`config.mk`:
```
export PLATFORM = sky130hd
export DESIGN_NAME = tape_host_port
export DESIGN_NICKNAME = d
export VERILOG_FILES = /design/src/logic/tape_pin_sync.v /design/src/logic/tape_byte_buffer.v /design/src/logic/tape_host_port.v
export VERILOG_INCLUDE_DIRS = /design/src /design/src/shared
export SDC_FILE = /design/constraint.sdc
export NUM_CORES = 1
export LEC_CHECK = 0
export ABC_AREA = 1
export BUFFER_PORTS_ARGS = -buffer_cell sky130_fd_sc_hd__buf_4
export CAP_MARGIN = 20
export CORE_AREA = 5 5 85 118
export CTS_CLUSTER_SIZE = 16
export DETAILED_ROUTE_END_ITERATION = 6
export DIE_AREA = 0 0 90 123
export MAX_ROUTING_LAYER = met4
export PLACE_DENSITY = 0.77
export SLEW_MARGIN = 20
export SYNTH_ARGS = -nofsm -noshare
export SYNTH_HDL_FRONTEND = slang
export SYNTH_SLANG_ARGS = --single-unit
```
`constraint.sdc`:
```
create_clock -name core_clk -period 3.7 [get_ports core_clk]
set_clock_uncertainty 0.1 [all_clocks]
set_input_delay 0.74 -clock core_clk [delete_from_list [all_inputs] [get_ports core_clk]]
set_output_delay 0.74 -clock core_clk [all_outputs]
set_load 0.02 [all_outputs]
```
`src/shared/tape_port_regs.vh`:
```
// Constants for the drive-side host command port of a tape drive.
// Assumes a single 20 MHz core clock and host pins arriving asynchronously.
//
// Functional notes
// - Two unit lines decode to unit 0..3.
// - Respond only when unit matches switch setting.
// - Idle host may reselect; selected drive shows status.
// - Four op lines, first is most significant.
// - Codes 0-3: nop, clear, diag, sense.
// - Codes 4-7: read fwd, read back, write, loop.
// - Codes 8-B: file/block back, file/block forward.
// - Codes C-F: mark, erase, rewind, rewind unload.
// - Fixed panel density used for write at BOT.
// - Panel host mode: 00 low, 01 high density.
// - Density changes only on write at BOT.
// - Write: request asks byte, answer means valid.
// - Read: request means byte valid, answer taken.
// - Request held until acknowledge or terminate.
// - Terminate on read stops further bytes.
// - Terminate on block pulse stops spacing; the code stops block spacing only, file spacing ignores it.
// - Busy drops only after positioning completes.
// - Busy set on accept, held until done.
`ifndef TAPE_PORT_REGS_VH
`define TAPE_PORT_REGS_VH

// Operation codes
`define OP_NOP         4'h0
`define OP_CLEAR       4'h1
`define OP_DIAG_SET    4'h2
`define OP_SENSE       4'h3
`define OP_READ_FWD    4'h4
`define OP_READ_BACK   4'h5
`define OP_WRITE       4'h6
`define OP_LOOP_WR     4'h7
`define OP_BACK_FILE   4'h8
`define OP_BACK_BLOCK  4'h9
`define OP_FWD_FILE    4'hA
`define OP_FWD_BLOCK   4'hB
`define OP_WRITE_MARK  4'hC
`define OP_ERASE_GAP   4'hD
`define OP_REWIND      4'hE
`define OP_REWIND_UNLOAD 4'hF

// Density encodings (host lines and resolved value)
`define DENS_1600      2'h0
`define DENS_6250      2'h1

// Front-panel density switch modes
`define PANEL_1600     2'h0
`define PANEL_6250     2'h1
`define PANEL_HOST     2'h2

// Timing
`define CLK_PERIOD_NS  50
`define BLOCK_PULSE_NS 400
`define BLOCK_PULSE_CYC ((`BLOCK_PULSE_NS + `CLK_PERIOD_NS - 1) / `CLK_PERIOD_NS)

// Reset values
`define UNIT_RESET     2'h0
`define BYTE_RESET     8'h00

`endif

```
`src/logic/tape_pin_sync.v`:
```
// Two-flop synchroniser for a group of asynchronous pin levels.
// Assumes each bit is an independent level; no bus coherence implied.
module tape_pin_sync
#(
   parameter W = 1
)
(
   input  wire         core_clk,
   input  wire         rstn,
   input  wire [W-1:0] pin_in,
   output reg  [W-1:0] pin_sync
);

   // First stage, read only by the second stage
   reg [W-1:0] stage1;

   // Both stages reset to zero, the deasserted level
   always @(posedge core_clk or negedge rstn)
   begin
      if (!rstn)
      begin
         stage1   <= {W{1'b0}};
         pin_sync <= {W{1'b0}};
      end
      else
      begin
         stage1   <= pin_in;
         pin_sync <= stage1;
      end
   end

endmodule

```
`src/logic/tape_byte_buffer.v`:
```
// Two-entry valid/ready buffer between host bytes and the formatter.
// Assumes both sides on core_clk; in_ready falls only when both slots fill.
module tape_byte_buffer
#(
   parameter W = 9
)
(
   input  wire         core_clk,
   input  wire         rstn,
   input  wire         in_valid,
   output wire         in_ready,
   input  wire [W-1:0] in_data,
   output wire         out_valid,
   input  wire         out_ready,
   output wire [W-1:0] out_data
);

   reg [W-1:0] slot [0:1];   // Storage, indexed by pointer
   reg         wr_ptr;       // Next slot to fill
   reg         rd_ptr;       // Next slot to drain
   reg [1:0]   count;        // Occupied slots

   wire push = in_valid & in_ready;
   wire pop  = out_valid & out_ready;

   assign in_ready  = (count != 2'h2);
   assign out_valid = (count != 2'h0);
   assign out_data  = slot[rd_ptr];

   // Pointer and occupancy update; push and pop may coincide
   always @(posedge core_clk or negedge rstn)
   begin
      if (!rstn)
      begin
         wr_ptr  <= 1'b0;
         rd_ptr  <= 1'b0;
         count   <= 2'h0;
         slot[0] <= {W{1'b0}};
         slot[1] <= {W{1'b0}};
      end
      else
      begin
         if (push)
         begin
            slot[wr_ptr] <= in_data;
            wr_ptr       <= ~wr_ptr;
         end
         if (pop)
            rd_ptr <= ~rd_ptr;
         if (push && !pop)
            count <= count + 2'h1;
         else if (pop && !push)
            count <= count - 2'h1;
      end
   end

endmodule

```
`src/logic/tape_host_port.v`:
```
// Drive-side host command port: selection, command decode, density,
// byte handshake and terminate handling.
// Assumes host pins are asynchronous; engine signals share core_clk.
`include "tape_port_regs.vh"

module tape_host_port
(
   input  wire       core_clk,
   input  wire       rstn,
   // Host pins, all active high after receiver inversion
   input  wire       unit_select_low,
   input  wire       unit_select_high,
   input  wire       op_code_bit3,
   input  wire       op_code_bit2,
   input  wire       op_code_bit1,
   input  wire       op_code_bit0,
   input  wire       density_code_low,
   input  wire       density_code_high,
   input  wire       start,
   input  wire       byte_acknowledge,
   input  wire       terminate,
   input  wire [7:0] data_in,
   output reg  [7:0] data_out,
   output wire       data_oe,
   output reg        byte_request,
   output reg        busy,
   output reg        block_sensed,
   output wire       status_select,
   // Drive configuration
   input  wire [1:0] unit_switch,
   input  wire [1:0] panel_density,
   // Tape engine side
   input  wire       at_bot,
   input  wire [1:0] id_density,
   output reg        cmd_strobe,
   output reg  [3:0] cmd_code,
   output reg  [1:0] cmd_density,
   output reg        cmd_set_density,
   output reg        term_req,
   input  wire       engine_done,
   input  wire       block_found,
   input  wire       rd_valid,
   output wire       rd_ready,
   input  wire [7:0] rd_data,
   output wire       wr_valid,
   input  wire       wr_ready,
   output wire [7:0] wr_data,
   output wire       wr_last
);

   // One-hot states
   localparam [5:0] S_IDLE   = 6'h01;
   localparam [5:0] S_LAUNCH = 6'h02;
   localparam [5:0] S_REQ    = 6'h04;
   localparam [5:0] S_HOLD   = 6'h08;
   localparam [5:0] S_SPACE  = 6'h10;
   localparam [5:0] S_DRAIN  = 6'h20;

   localparam [31:0] BLK_CYC_W = `BLOCK_PULSE_CYC;  // Block pulse length, full width
   localparam [3:0]  BLK_CYC   = BLK_CYC_W[3:0];    // Cut to counter width on purpose

   reg  [5:0] state;          // Handshake sequencer
   reg        start_prev;     // Start level one cycle back
   reg        stopped;        // Terminate seen in this transfer
   reg        done_seen;      // Engine finished, held until the next accept
   reg  [3:0] blk_cnt;        // Block pulse stretcher
   reg        unit_pad;       // Switch sampled after release
   reg  [1:0] unit_id;        // This drive's address

   // Synchronised pin groups
   wire [1:0] unit_s;
   wire [3:0] op_s;
   wire [1:0] dens_s;
   wire       start_s;
   wire       ack_s;
   wire       stop_s;
   wire [7:0] din_s;
   wire [1:0] sw_s;

   // All host levels pass two flops before any logic reads them
   tape_pin_sync #(.W(21)) u_pin_sync
   (
      .core_clk (core_clk),
      .rstn     (rstn),
      .pin_in   ({unit_select_high, unit_select_low,
                  op_code_bit3, op_code_bit2, op_code_bit1, op_code_bit0,
                  density_code_high, density_code_low,
                  start, byte_acknowledge, terminate, data_in, unit_switch}),
      .pin_sync ({unit_s, op_s, dens_s, start_s, ack_s, stop_s, din_s, sw_s})
   );

   // Switch is caught by a clocked process after reset release
   always @(posedge core_clk or negedge rstn)
   begin
      if (!rstn)
      begin
         unit_pad <= 1'b0;
         unit_id  <= `UNIT_RESET;
      end
      else
      begin
         unit_pad <= 1'b1;
         if (!busy)
            unit_id <= sw_s;    // Follows switch only between commands
      end
   end

   // High line is the upper bit of the unit number
   wire [1:0] unit_sel = unit_s;
   wire       match    = unit_pad && (unit_sel == unit_id);

   // Selected drive offers its status lines; reselect allowed while idle
   assign status_select = match;

   // First op line is the most significant code bit
   wire [3:0] op_now = op_s;

   // Command classes from the captured code
   wire is_read  = (cmd_code == `OP_READ_FWD) ||
                   (cmd_code == `OP_READ_BACK);
   wire is_write = (cmd_code == `OP_WRITE) ||
                   (cmd_code == `OP_LOOP_WR);
   wire is_space = (cmd_code == `OP_BACK_BLOCK) ||
                   (cmd_code == `OP_FWD_BLOCK);

   // Density resolution; only host code 01 means the high density
   wire [1:0] host_dens = (dens_s == `DENS_6250) ? `DENS_6250 : `DENS_1600;
   wire       op_is_wr  = (op_now == `OP_WRITE) || (op_now == `OP_LOOP_WR);
   reg  [1:0] next_dens;
   reg        next_set;

   // Choose density for the command being accepted
   always @*
   begin
      next_dens = id_density;
      next_set  = 1'b0;
      if (op_is_wr && at_bot)
      begin
         next_set = 1'b1;
         case (panel_density)
            `PANEL_1600: next_dens = `DENS_1600;
            `PANEL_6250: next_dens = `DENS_6250;
            `PANEL_HOST: next_dens = host_dens;
            default:     next_dens = id_density;
         endcase
      end
   end

   // Accept only a fresh start edge at the addressed, idle drive
   wire start_rise = start_s && !start_prev;
   wire accept     = (state == S_IDLE) && start_rise && match && !busy;

   // Host answer to a pending request
   wire answer = byte_request && (ack_s || stop_s);
   wire in_req = (state == S_REQ);

   // Write path: answered byte goes into the buffer, last marked by stop
   wire       buf_in_ready;
   wire       buf_push = in_req && answer && is_write;
   wire [8:0] buf_out;

   // Two-entry buffer toward the formatter so a stall loses no byte
   tape_byte_buffer #(.W(9)) u_wr_buf
   (
      .core_clk  (core_clk),
      .rstn      (rstn),
      .in_valid  (buf_push),
      .in_ready  (buf_in_ready),
      .in_data   ({stop_s, din_s}),
      .out_valid (wr_valid),
      .out_ready (wr_ready),
      .out_data  (buf_out)
   );

   assign wr_data = buf_out[7:0];
   assign wr_last = buf_out[8];

   // Read path: byte taken from deformatter once host answers
   assign rd_ready = in_req && answer && is_read;

   // Drive the data bus for the whole of a read command
   assign data_oe = busy && is_read;

   // Data can be offered or requested in this cycle
   wire can_go = is_write ? buf_in_ready : rd_valid;

   // Command and handshake sequencer
   always @(posedge core_clk or negedge rstn)
   begin
      if (!rstn)
      begin
         state           <= S_IDLE;
         start_prev      <= 1'b0;
         busy            <= 1'b0;
         byte_request    <= 1'b0;
         stopped         <= 1'b0;
         term_req        <= 1'b0;
         cmd_strobe      <= 1'b0;
         cmd_code        <= `OP_NOP;
         cmd_density     <= `DENS_1600;
         cmd_set_density <= 1'b0;
         data_out        <= `BYTE_RESET;
         done_seen       <= 1'b0;
      end
      else
      begin
         start_prev <= start_s;
         cmd_strobe <= 1'b0;
         // Completion is sticky so no state can miss it
         if (engine_done)
            done_seen <= 1'b1;
         case (state)
            S_IDLE:
            begin
               if (accept)
               begin
                  // Lines captured here and held for the operation
                  cmd_code        <= op_now;
                  cmd_density     <= next_dens;
                  cmd_set_density <= next_set;
                  cmd_strobe      <= 1'b1;
                  busy            <= 1'b1;
                  stopped         <= 1'b0;
                  done_seen       <= 1'b0;
                  state           <= S_LAUNCH;
               end
            end
            S_LAUNCH:
            begin
               // Route by command class
               if (is_read || is_write)
                  state <= S_REQ;
               else if (is_space)
                  state <= S_SPACE;
               else
                  state <= S_DRAIN;
            end
            S_REQ:
            begin
               if (!byte_request)
               begin
                  if (done_seen)
                  begin
                     // Engine ended the block itself
                     busy  <= 1'b0;
                     state <= S_IDLE;
                  end
                  else if (can_go)
                  begin
                     byte_request <= 1'b1;
                     if (is_read)
                        data_out <= rd_data;
                  end
               end
               else if (ack_s || stop_s)
               begin
                  // Request drops only after an answer
                  byte_request <= 1'b0;
                  if (stop_s)
                  begin
                     stopped  <= 1'b1;
                     term_req <= 1'b1;
                  end
                  state <= S_HOLD;
               end
            end
            S_HOLD:
            begin
               // Wait for the host to release its answer
               if (!ack_s && !stop_s)
                  state <= stopped ? S_DRAIN : S_REQ;
            end
            S_SPACE:
            begin
               if (stop_s)
               begin
                  term_req <= 1'b1;
                  state    <= S_DRAIN;
               end
               else if (done_seen)
               begin
                  busy  <= 1'b0;
                  state <= S_IDLE;
               end
            end
            S_DRAIN:
            begin
               // Busy holds until the engine has positioned the tape
               if (done_seen)
               begin
                  busy     <= 1'b0;
                  term_req <= 1'b0;
                  state    <= S_IDLE;
               end
            end
            default:
            begin
               state        <= S_IDLE;
               busy         <= 1'b0;
               byte_request <= 1'b0;
               term_req     <= 1'b0;
            end
         endcase
      end
   end

   // Stretch the engine's block pulse to its nominal width;
   // a retrigger restarts the count, so close pulses merge into one
   always @(posedge core_clk or negedge rstn)
   begin
      if (!rstn)
      begin
         blk_cnt      <= 4'h0;
         block_sensed <= 1'b0;
      end
      else if (block_found && busy)
      begin
         blk_cnt      <= BLK_CYC;
         block_sensed <= 1'b1;
      end
      else if (blk_cnt > 4'h1)
         blk_cnt <= blk_cnt - 4'h1;
      else
      begin
         blk_cnt      <= 4'h0;
         block_sensed <= 1'b0;
      end
   end

endmodule

```
Word level (Yosys, flattened, before mapping)

Index checks and enable logic that the tools add are counted.

Register bits after elaboration: 100
Bits of input ports: 40
Output and inout bits: 33
Logic and storage cells: 162

Add/sub/neg operators: 3
Magnitude comparators: 4
Eq/ne operators: 29
Multiplexer cells: 52
Bitwise gates (word level): 10
Reductions and logical operators: 41

Operators with widths:

| cell                                                | count |
|---|---|
| two-way mux 6 bit                                   | 9 |
| two-way mux 9 bit                                   | 4 |
| one-hot mux 6 bit (6 select lines)                  | 1 |
| two-way mux 1 bit                                   | 26 |
| equality test 4 x 3 -> 1 bit, second input constant | 6 |
| bitwise mux 18 bit                                  | 1 |
| logical AND 1 bit                                   | 16 |
| inequality test 2 bit, second input constant        | 8 |
| AND reduction 5 bit                                 | 2 |
| demux 9 bit (select 1 bit)                          | 1 |
| equality test 4 bit, second input constant          | 2 |
| two-way mux 4 bit                                   | 2 |
| AND reduction 4 bit                                 | 2 |
| equality test 6 x 1 -> 1 bit, second input constant | 1 |
| equality test 6 x 2 -> 1 bit, second input constant | 1 |
| equality test 6 x 3 -> 1 bit, second input constant | 1 |
| equality test 6 x 4 -> 1 bit, second input constant | 1 |
| equality test 6 x 5 -> 1 bit, second input constant | 1 |
| equality test 6 bit, second input constant          | 1 |
| logical NOT 1 bit                                   | 6 |
| logical OR 1 bit                                    | 6 |
| two-way mux 2 bit                                   | 3 |
| NOT 1 bit                                           | 6 |
| one-hot mux 2 bit (3 select lines)                  | 1 |
| 23 further kinds                                    | 31 |

Logic depth before layout (Yosys ltp)

Depth in word-level cells: 9
Mapped depth: 10
Depth with buffers taken out: 10

Cells and area by module

From an unflattened synthesis, not the netlist that was laid out.

Cells, all modules: 420
Area total of the unflattened synthesis: 4112.7 µm²

By module, submodules not included:

| module           | instances | cells each | area an instance (µm²) | seq. area each (µm²) |
|---|---|---|---|---|
| tape_host_port   | 1         | 243        | 1955.6                 | 902.1 |
| tape_byte_buffer | 1         | 135        | 1106.1                 | 550.5 |
| tape_pin_sync    | 1         | 42         | 1051.0                 | 1051.0 |

Worst setup path after synthesis

Ideal clock, no wire load.

Path type: reg2out
Start point: register cmd_code[2]
End point: output rd_ready
Data arrival time: 1.270 ns
Data required time: 2.860 ns
Setup slack: 1.590 ns
Stages on the path, launching flop included: 5
Buffers on the path: 0
Cells stage by stage: dfrtp_1 -> inv_1 -> nor2_2 -> nand2_1 -> nor3_1

Cells in the longest elaborated chain, start to end: 3
Elaborated cells on any way between the ends: 4
Classes of those cells: eq/ne: 2; reduce/logical: 2

RTL lines:

| what                                   | line                 | source |
|---|---|---|
| start: declaration                     | tape_host_port.v:36  | `output reg [3:0] cmd_code,` |
| start signal: assignment               | tape_host_port.v:199 | `` cmd_code <= `OP_NOP; `` |
| start signal: assignment               | tape_host_port.v:218 | `cmd_code <= op_now;` |
| equality test 4 x 3 -> 1 bit (no line) | -                    |  |
| logical OR 1 bit *                     | tape_host_port.v:119 | `` wire is_read = (cmd_code == `OP_READ_FWD) \|\| `` |
| logical AND 1 bit *                    | tape_host_port.v:179 | `assign rd_ready = in_req && answer && is_read;` |
| end: declaration                       | tape_host_port.v:43  | `output wire rd_ready,` |

Mark *: on every way between the ends. The rest lies on a longest branch, timed or not.

Final worst setup path

Start point: register u_wr_buf.rd_ptr
End point: output wr_data[2]

Cells in the longest elaborated chain, start to end: 4

RTL lines:

| what                                                  | line                  | source |
|---|---|---|
| start: declaration                                    | tape_byte_buffer.v:20 | `reg rd_ptr;` |
| start signal: assignment                              | tape_byte_buffer.v:49 | `rd_ptr <= ~rd_ptr;` |
| NOT 1 -> 2 bit (implied by the code)                  | tape_byte_buffer.v:28 | `assign out_data = slot[rd_ptr];` |
| two-way mux 9 bit (implied by the code) (3 in series) | tape_byte_buffer.v:28 |  |
| end: declaration                                      | tape_host_port.v:47   | `output wire [7:0] wr_data,` |

No other way between the ends. The select of a mux whose other input is x is not followed.

==> results_dict.tcl <==
set metrics [dict create \
    outcome "complete, no violations" \
    maxSlewHeadroom 0.493 \
    die_h_um 123 \
    netlist_instances 384 \
    cp_slowest_stage_delay_ps 560 \
    power.density_mw_per_mm2 568 \
    cts.clk_slew.worst_paths_ps 60 \
    dp_cells 560 \
    hold_violations 0 \
    grt_max_degree 53 \
    syn_area_per_cell_sq_um 9.99 \
    start_util 0.432 \
    vias_per_cell 4.71 \
    ys_seq_area_frac 0.652 \
    cp.required_ps 2860 \
    p_leak_nw 2.46 \
    cts_setup_buffers 0 \
    finalCritPeriodShare 0.667 \
    cts-root-buf "clkbuf_16" \
    core-area_sq_mm 0.00887 \
    path_cells "clkinv_1, nand2_1, nand2_1, buf_4" \
    cts_buffer_depth 2 \
    ys_warn_count 0 \
    internal_power_mw 1.90 \
    p_sw_mw 0.802 \
    drive_gt1_frac 0.228 \
    drtIter0Drc 115 \
    layout.nets 507 \
    antenna_found_initial 0 \
    grt_setup_unrepaired "false" \
    worst_setup_path_start_kind "flop" \
    cts_buffers 9 \
    min_period_ps 2470 \
    ant_nets 0 \
    synth_area_leaders "dfrtp_1 65%, nand2_1 10%, inv_1 4.2%, o21ai_0 4.0%, nor2_1 3.4%" \
    setup_violations 0 \
    fp.dieW_um 90 \
    final_cells 576 \
    htreeDepth 3 \
    clk_latency_ps 330 \
    synth_seq_cells 100 \
    maxCapViolCount 0 \
    vdd.ir_drop.worst_mv 0.285 \
    slowest_stage "dfrtp_1" \
    cp_top_family "flip-flops" \
    fin_setup_tns_ps 0 \
    cp.arrival_ps 1630 \
    area_growth_syn_to_layout_pct 24.1 \
    cpMostUsedCell "nand2_1" \
    synth_top_area_frac 0.646 \
    row_count 41 \
    synthesis.nets 427 \
    grt_first_pass_wirelength_um 12100 \
    synth_area_sq_mm 0.00384 \
    hold_class "flop to flop" \
    globalplace.congestion 0.848 \
    cts_tree "yes" \
    routed_wl_um 7110 \
    r2r_slack_ps 1630 \
    dieArea_sq_mm 0.0111 \
    drc 0 \
    synth.distinct_cells 31 \
    worstMarginPinSlew_ps 760 \
    crit_fanout 10 \
    io-pin-count 73 \
    fmax_ghz 0.405 \
    worstSetupEndpointType "output pin" \
    worst-path-buf-inv 2 \
    cts_resized 0 \
    cts.sinks 100 \
    port-buffer-count 72 \
    track_usage 0.141 \
    p_clk_frac 0.314 \
    yosys.area.top_type "dfrtp_1" \
    diodes 0 \
    hold_buffers 0 \
    pwr-share-comb 0.197 \
    critPathKind "flop to output pin" \
    dr.pass1.iters 4 \
    grt_pass1_vias 2750 \
    overflow 0 \
    sw_frac_of_total 0.297 \
    slew_viol_final 0 \
    vias 2713 \
    pwr-share-seq 0.489 \
    hpwl_um 5330 \
    wl_per_cell_um 12.3 \
]
## worst reg2reg max path: cells and delay by family, from the launching register on
| kind | cells | cell delay [ps] |
|---|---|---|
| AND/OR/NAND/NOR | 3 | 850 |
| AO/OA/AOI/OAI | 2 | 610 |
| flip-flops | 1 | 420 |
## power by group through the flow
stage,logic [mW],registers (mW),clock network [mW]
CTS,0.542,1.32,0.882
floorplan,0.287,1.36,0
finish,0.532,1.32,0.850
global placement,0.526,1.33,0
detailed placement,0.541,1.34,0
global route,0.604,1.33,0.926
## state kept, by name, summed over array words and instances, names as in the netlist, 2 cells and up
name                 cells
blk_cnt                  4
unit_id                  2
u_pin_sync.pin_sync     21
u_pin_sync.stage1       21
cmd_density              2
u_wr_buf.count           2
u_wr_buf.slot           18
state                    6
data_out                 8
cmd_code                 4
## cell usage in the layout, fill, tap and decap left out, types with 3 or more instances in the layout
master	instances
o21ai_0	31
o21ai_2	9
inv_1	43
buf_4	74
nand4_1	7
nand2_1	106
nand3_1	16
nor2_1	35
ha_1	3
dfrtp_1	99
a21oi_1	4
clkbuf_16	9
xor2_1	3
## routing by layer
| metal | GRT usage | wire length [um] | up-vias | share of wire |
|---|---|---|---|---|
| met2 | 0.227 | 3420 | 86 | 0.48 |
| met1 | 0.166 | 3170 | 1251 | 0.45 |
| met5 | - | 0 | - | 0 |
| met4 | 0.0726 | 148 | 0 | 0.021 |
| met3 | 0.0329 | 375 | 11 | 0.053 |
| li1 | - | - | 1365 | - |
## cell type report
| class | instances | area [sq um] |
|---|---|---|
| clock buffer | 11 | 243 |
| clock inverter | 5 | 37.5 |
| fill | 779 | 4110 |
| inverter | 45 | 169 |
| multi-input combinational | 234 | 1120 |
| sequential | 100 | 2500 |
| tap | 107 | 134 |
| timing repair buffer | 74 | 556 |
## through the flow
step	cell area, sq um	hold slack, ps	total power [mW]	setup slack, ps	utilization
global placement	4480	232	1.86	1610	0.505
CTS	4760	250	2.75	1210	0.537
global route	4760	254	2.86	1140	0.537
detailed placement	4480	235	1.88	1600	0.505
floorplan	3840	231	1.65	1590	-
finish	4760	246	2.70	1230	0.537
## kinds of logic after synthesis
family                     after synthesis  synth area share
xor gates and xnor gates                 5            0.0114
DFF                                    100             0.652
adders and majority gates                3           0.00978
and+or+nand+nor                        177             0.197
AOI/OAI and AO/OA                       48            0.0727
other                                    1          0.000977
buffers and inverters                   50            0.0554
## final timing paths
path | end | start | cells after the start
max in group asynchronous | u_pin_sync.pin_sync[9] | rstn | 2
min in group asynchronous | blk_cnt[3] | rstn | 1
hold / removal | u_pin_sync.pin_sync[4] | u_pin_sync.stage1[4] | 0
setup / recovery | wr_data[2] | u_wr_buf.rd_ptr | 4
setup reg to reg | data_out[0] | cmd_code[3] | 5
hold reg to reg | u_pin_sync.pin_sync[4] | u_pin_sync.stage1[4] | 0
## synth_stat cells
cell      number
nand2_1      106
dfrtp_1       99
inv_1         43
nor2_1        35
o21ai_0       31
nand3_1       16
o21ai_2        9
nand4_1        7
a21oi_1        4
ha_1           3
xor2_1         3
clkbuf_1       2
nand2_2        2
nand3b_1       2
nor2_2         2
nor2_4         2
nor3_1         2
o22ai_1        2
xnor2_1        2
buf_12         1
buf_6          1
clkbuf_2       1
clkinv_1       1
conb_1         1
dfstp_2        1
inv_2          1
nand3_4        1
nor3b_1        1
o211ai_1       1
o21ai_1        1
or2_1          1
Power figures use the tool's default switching activity.
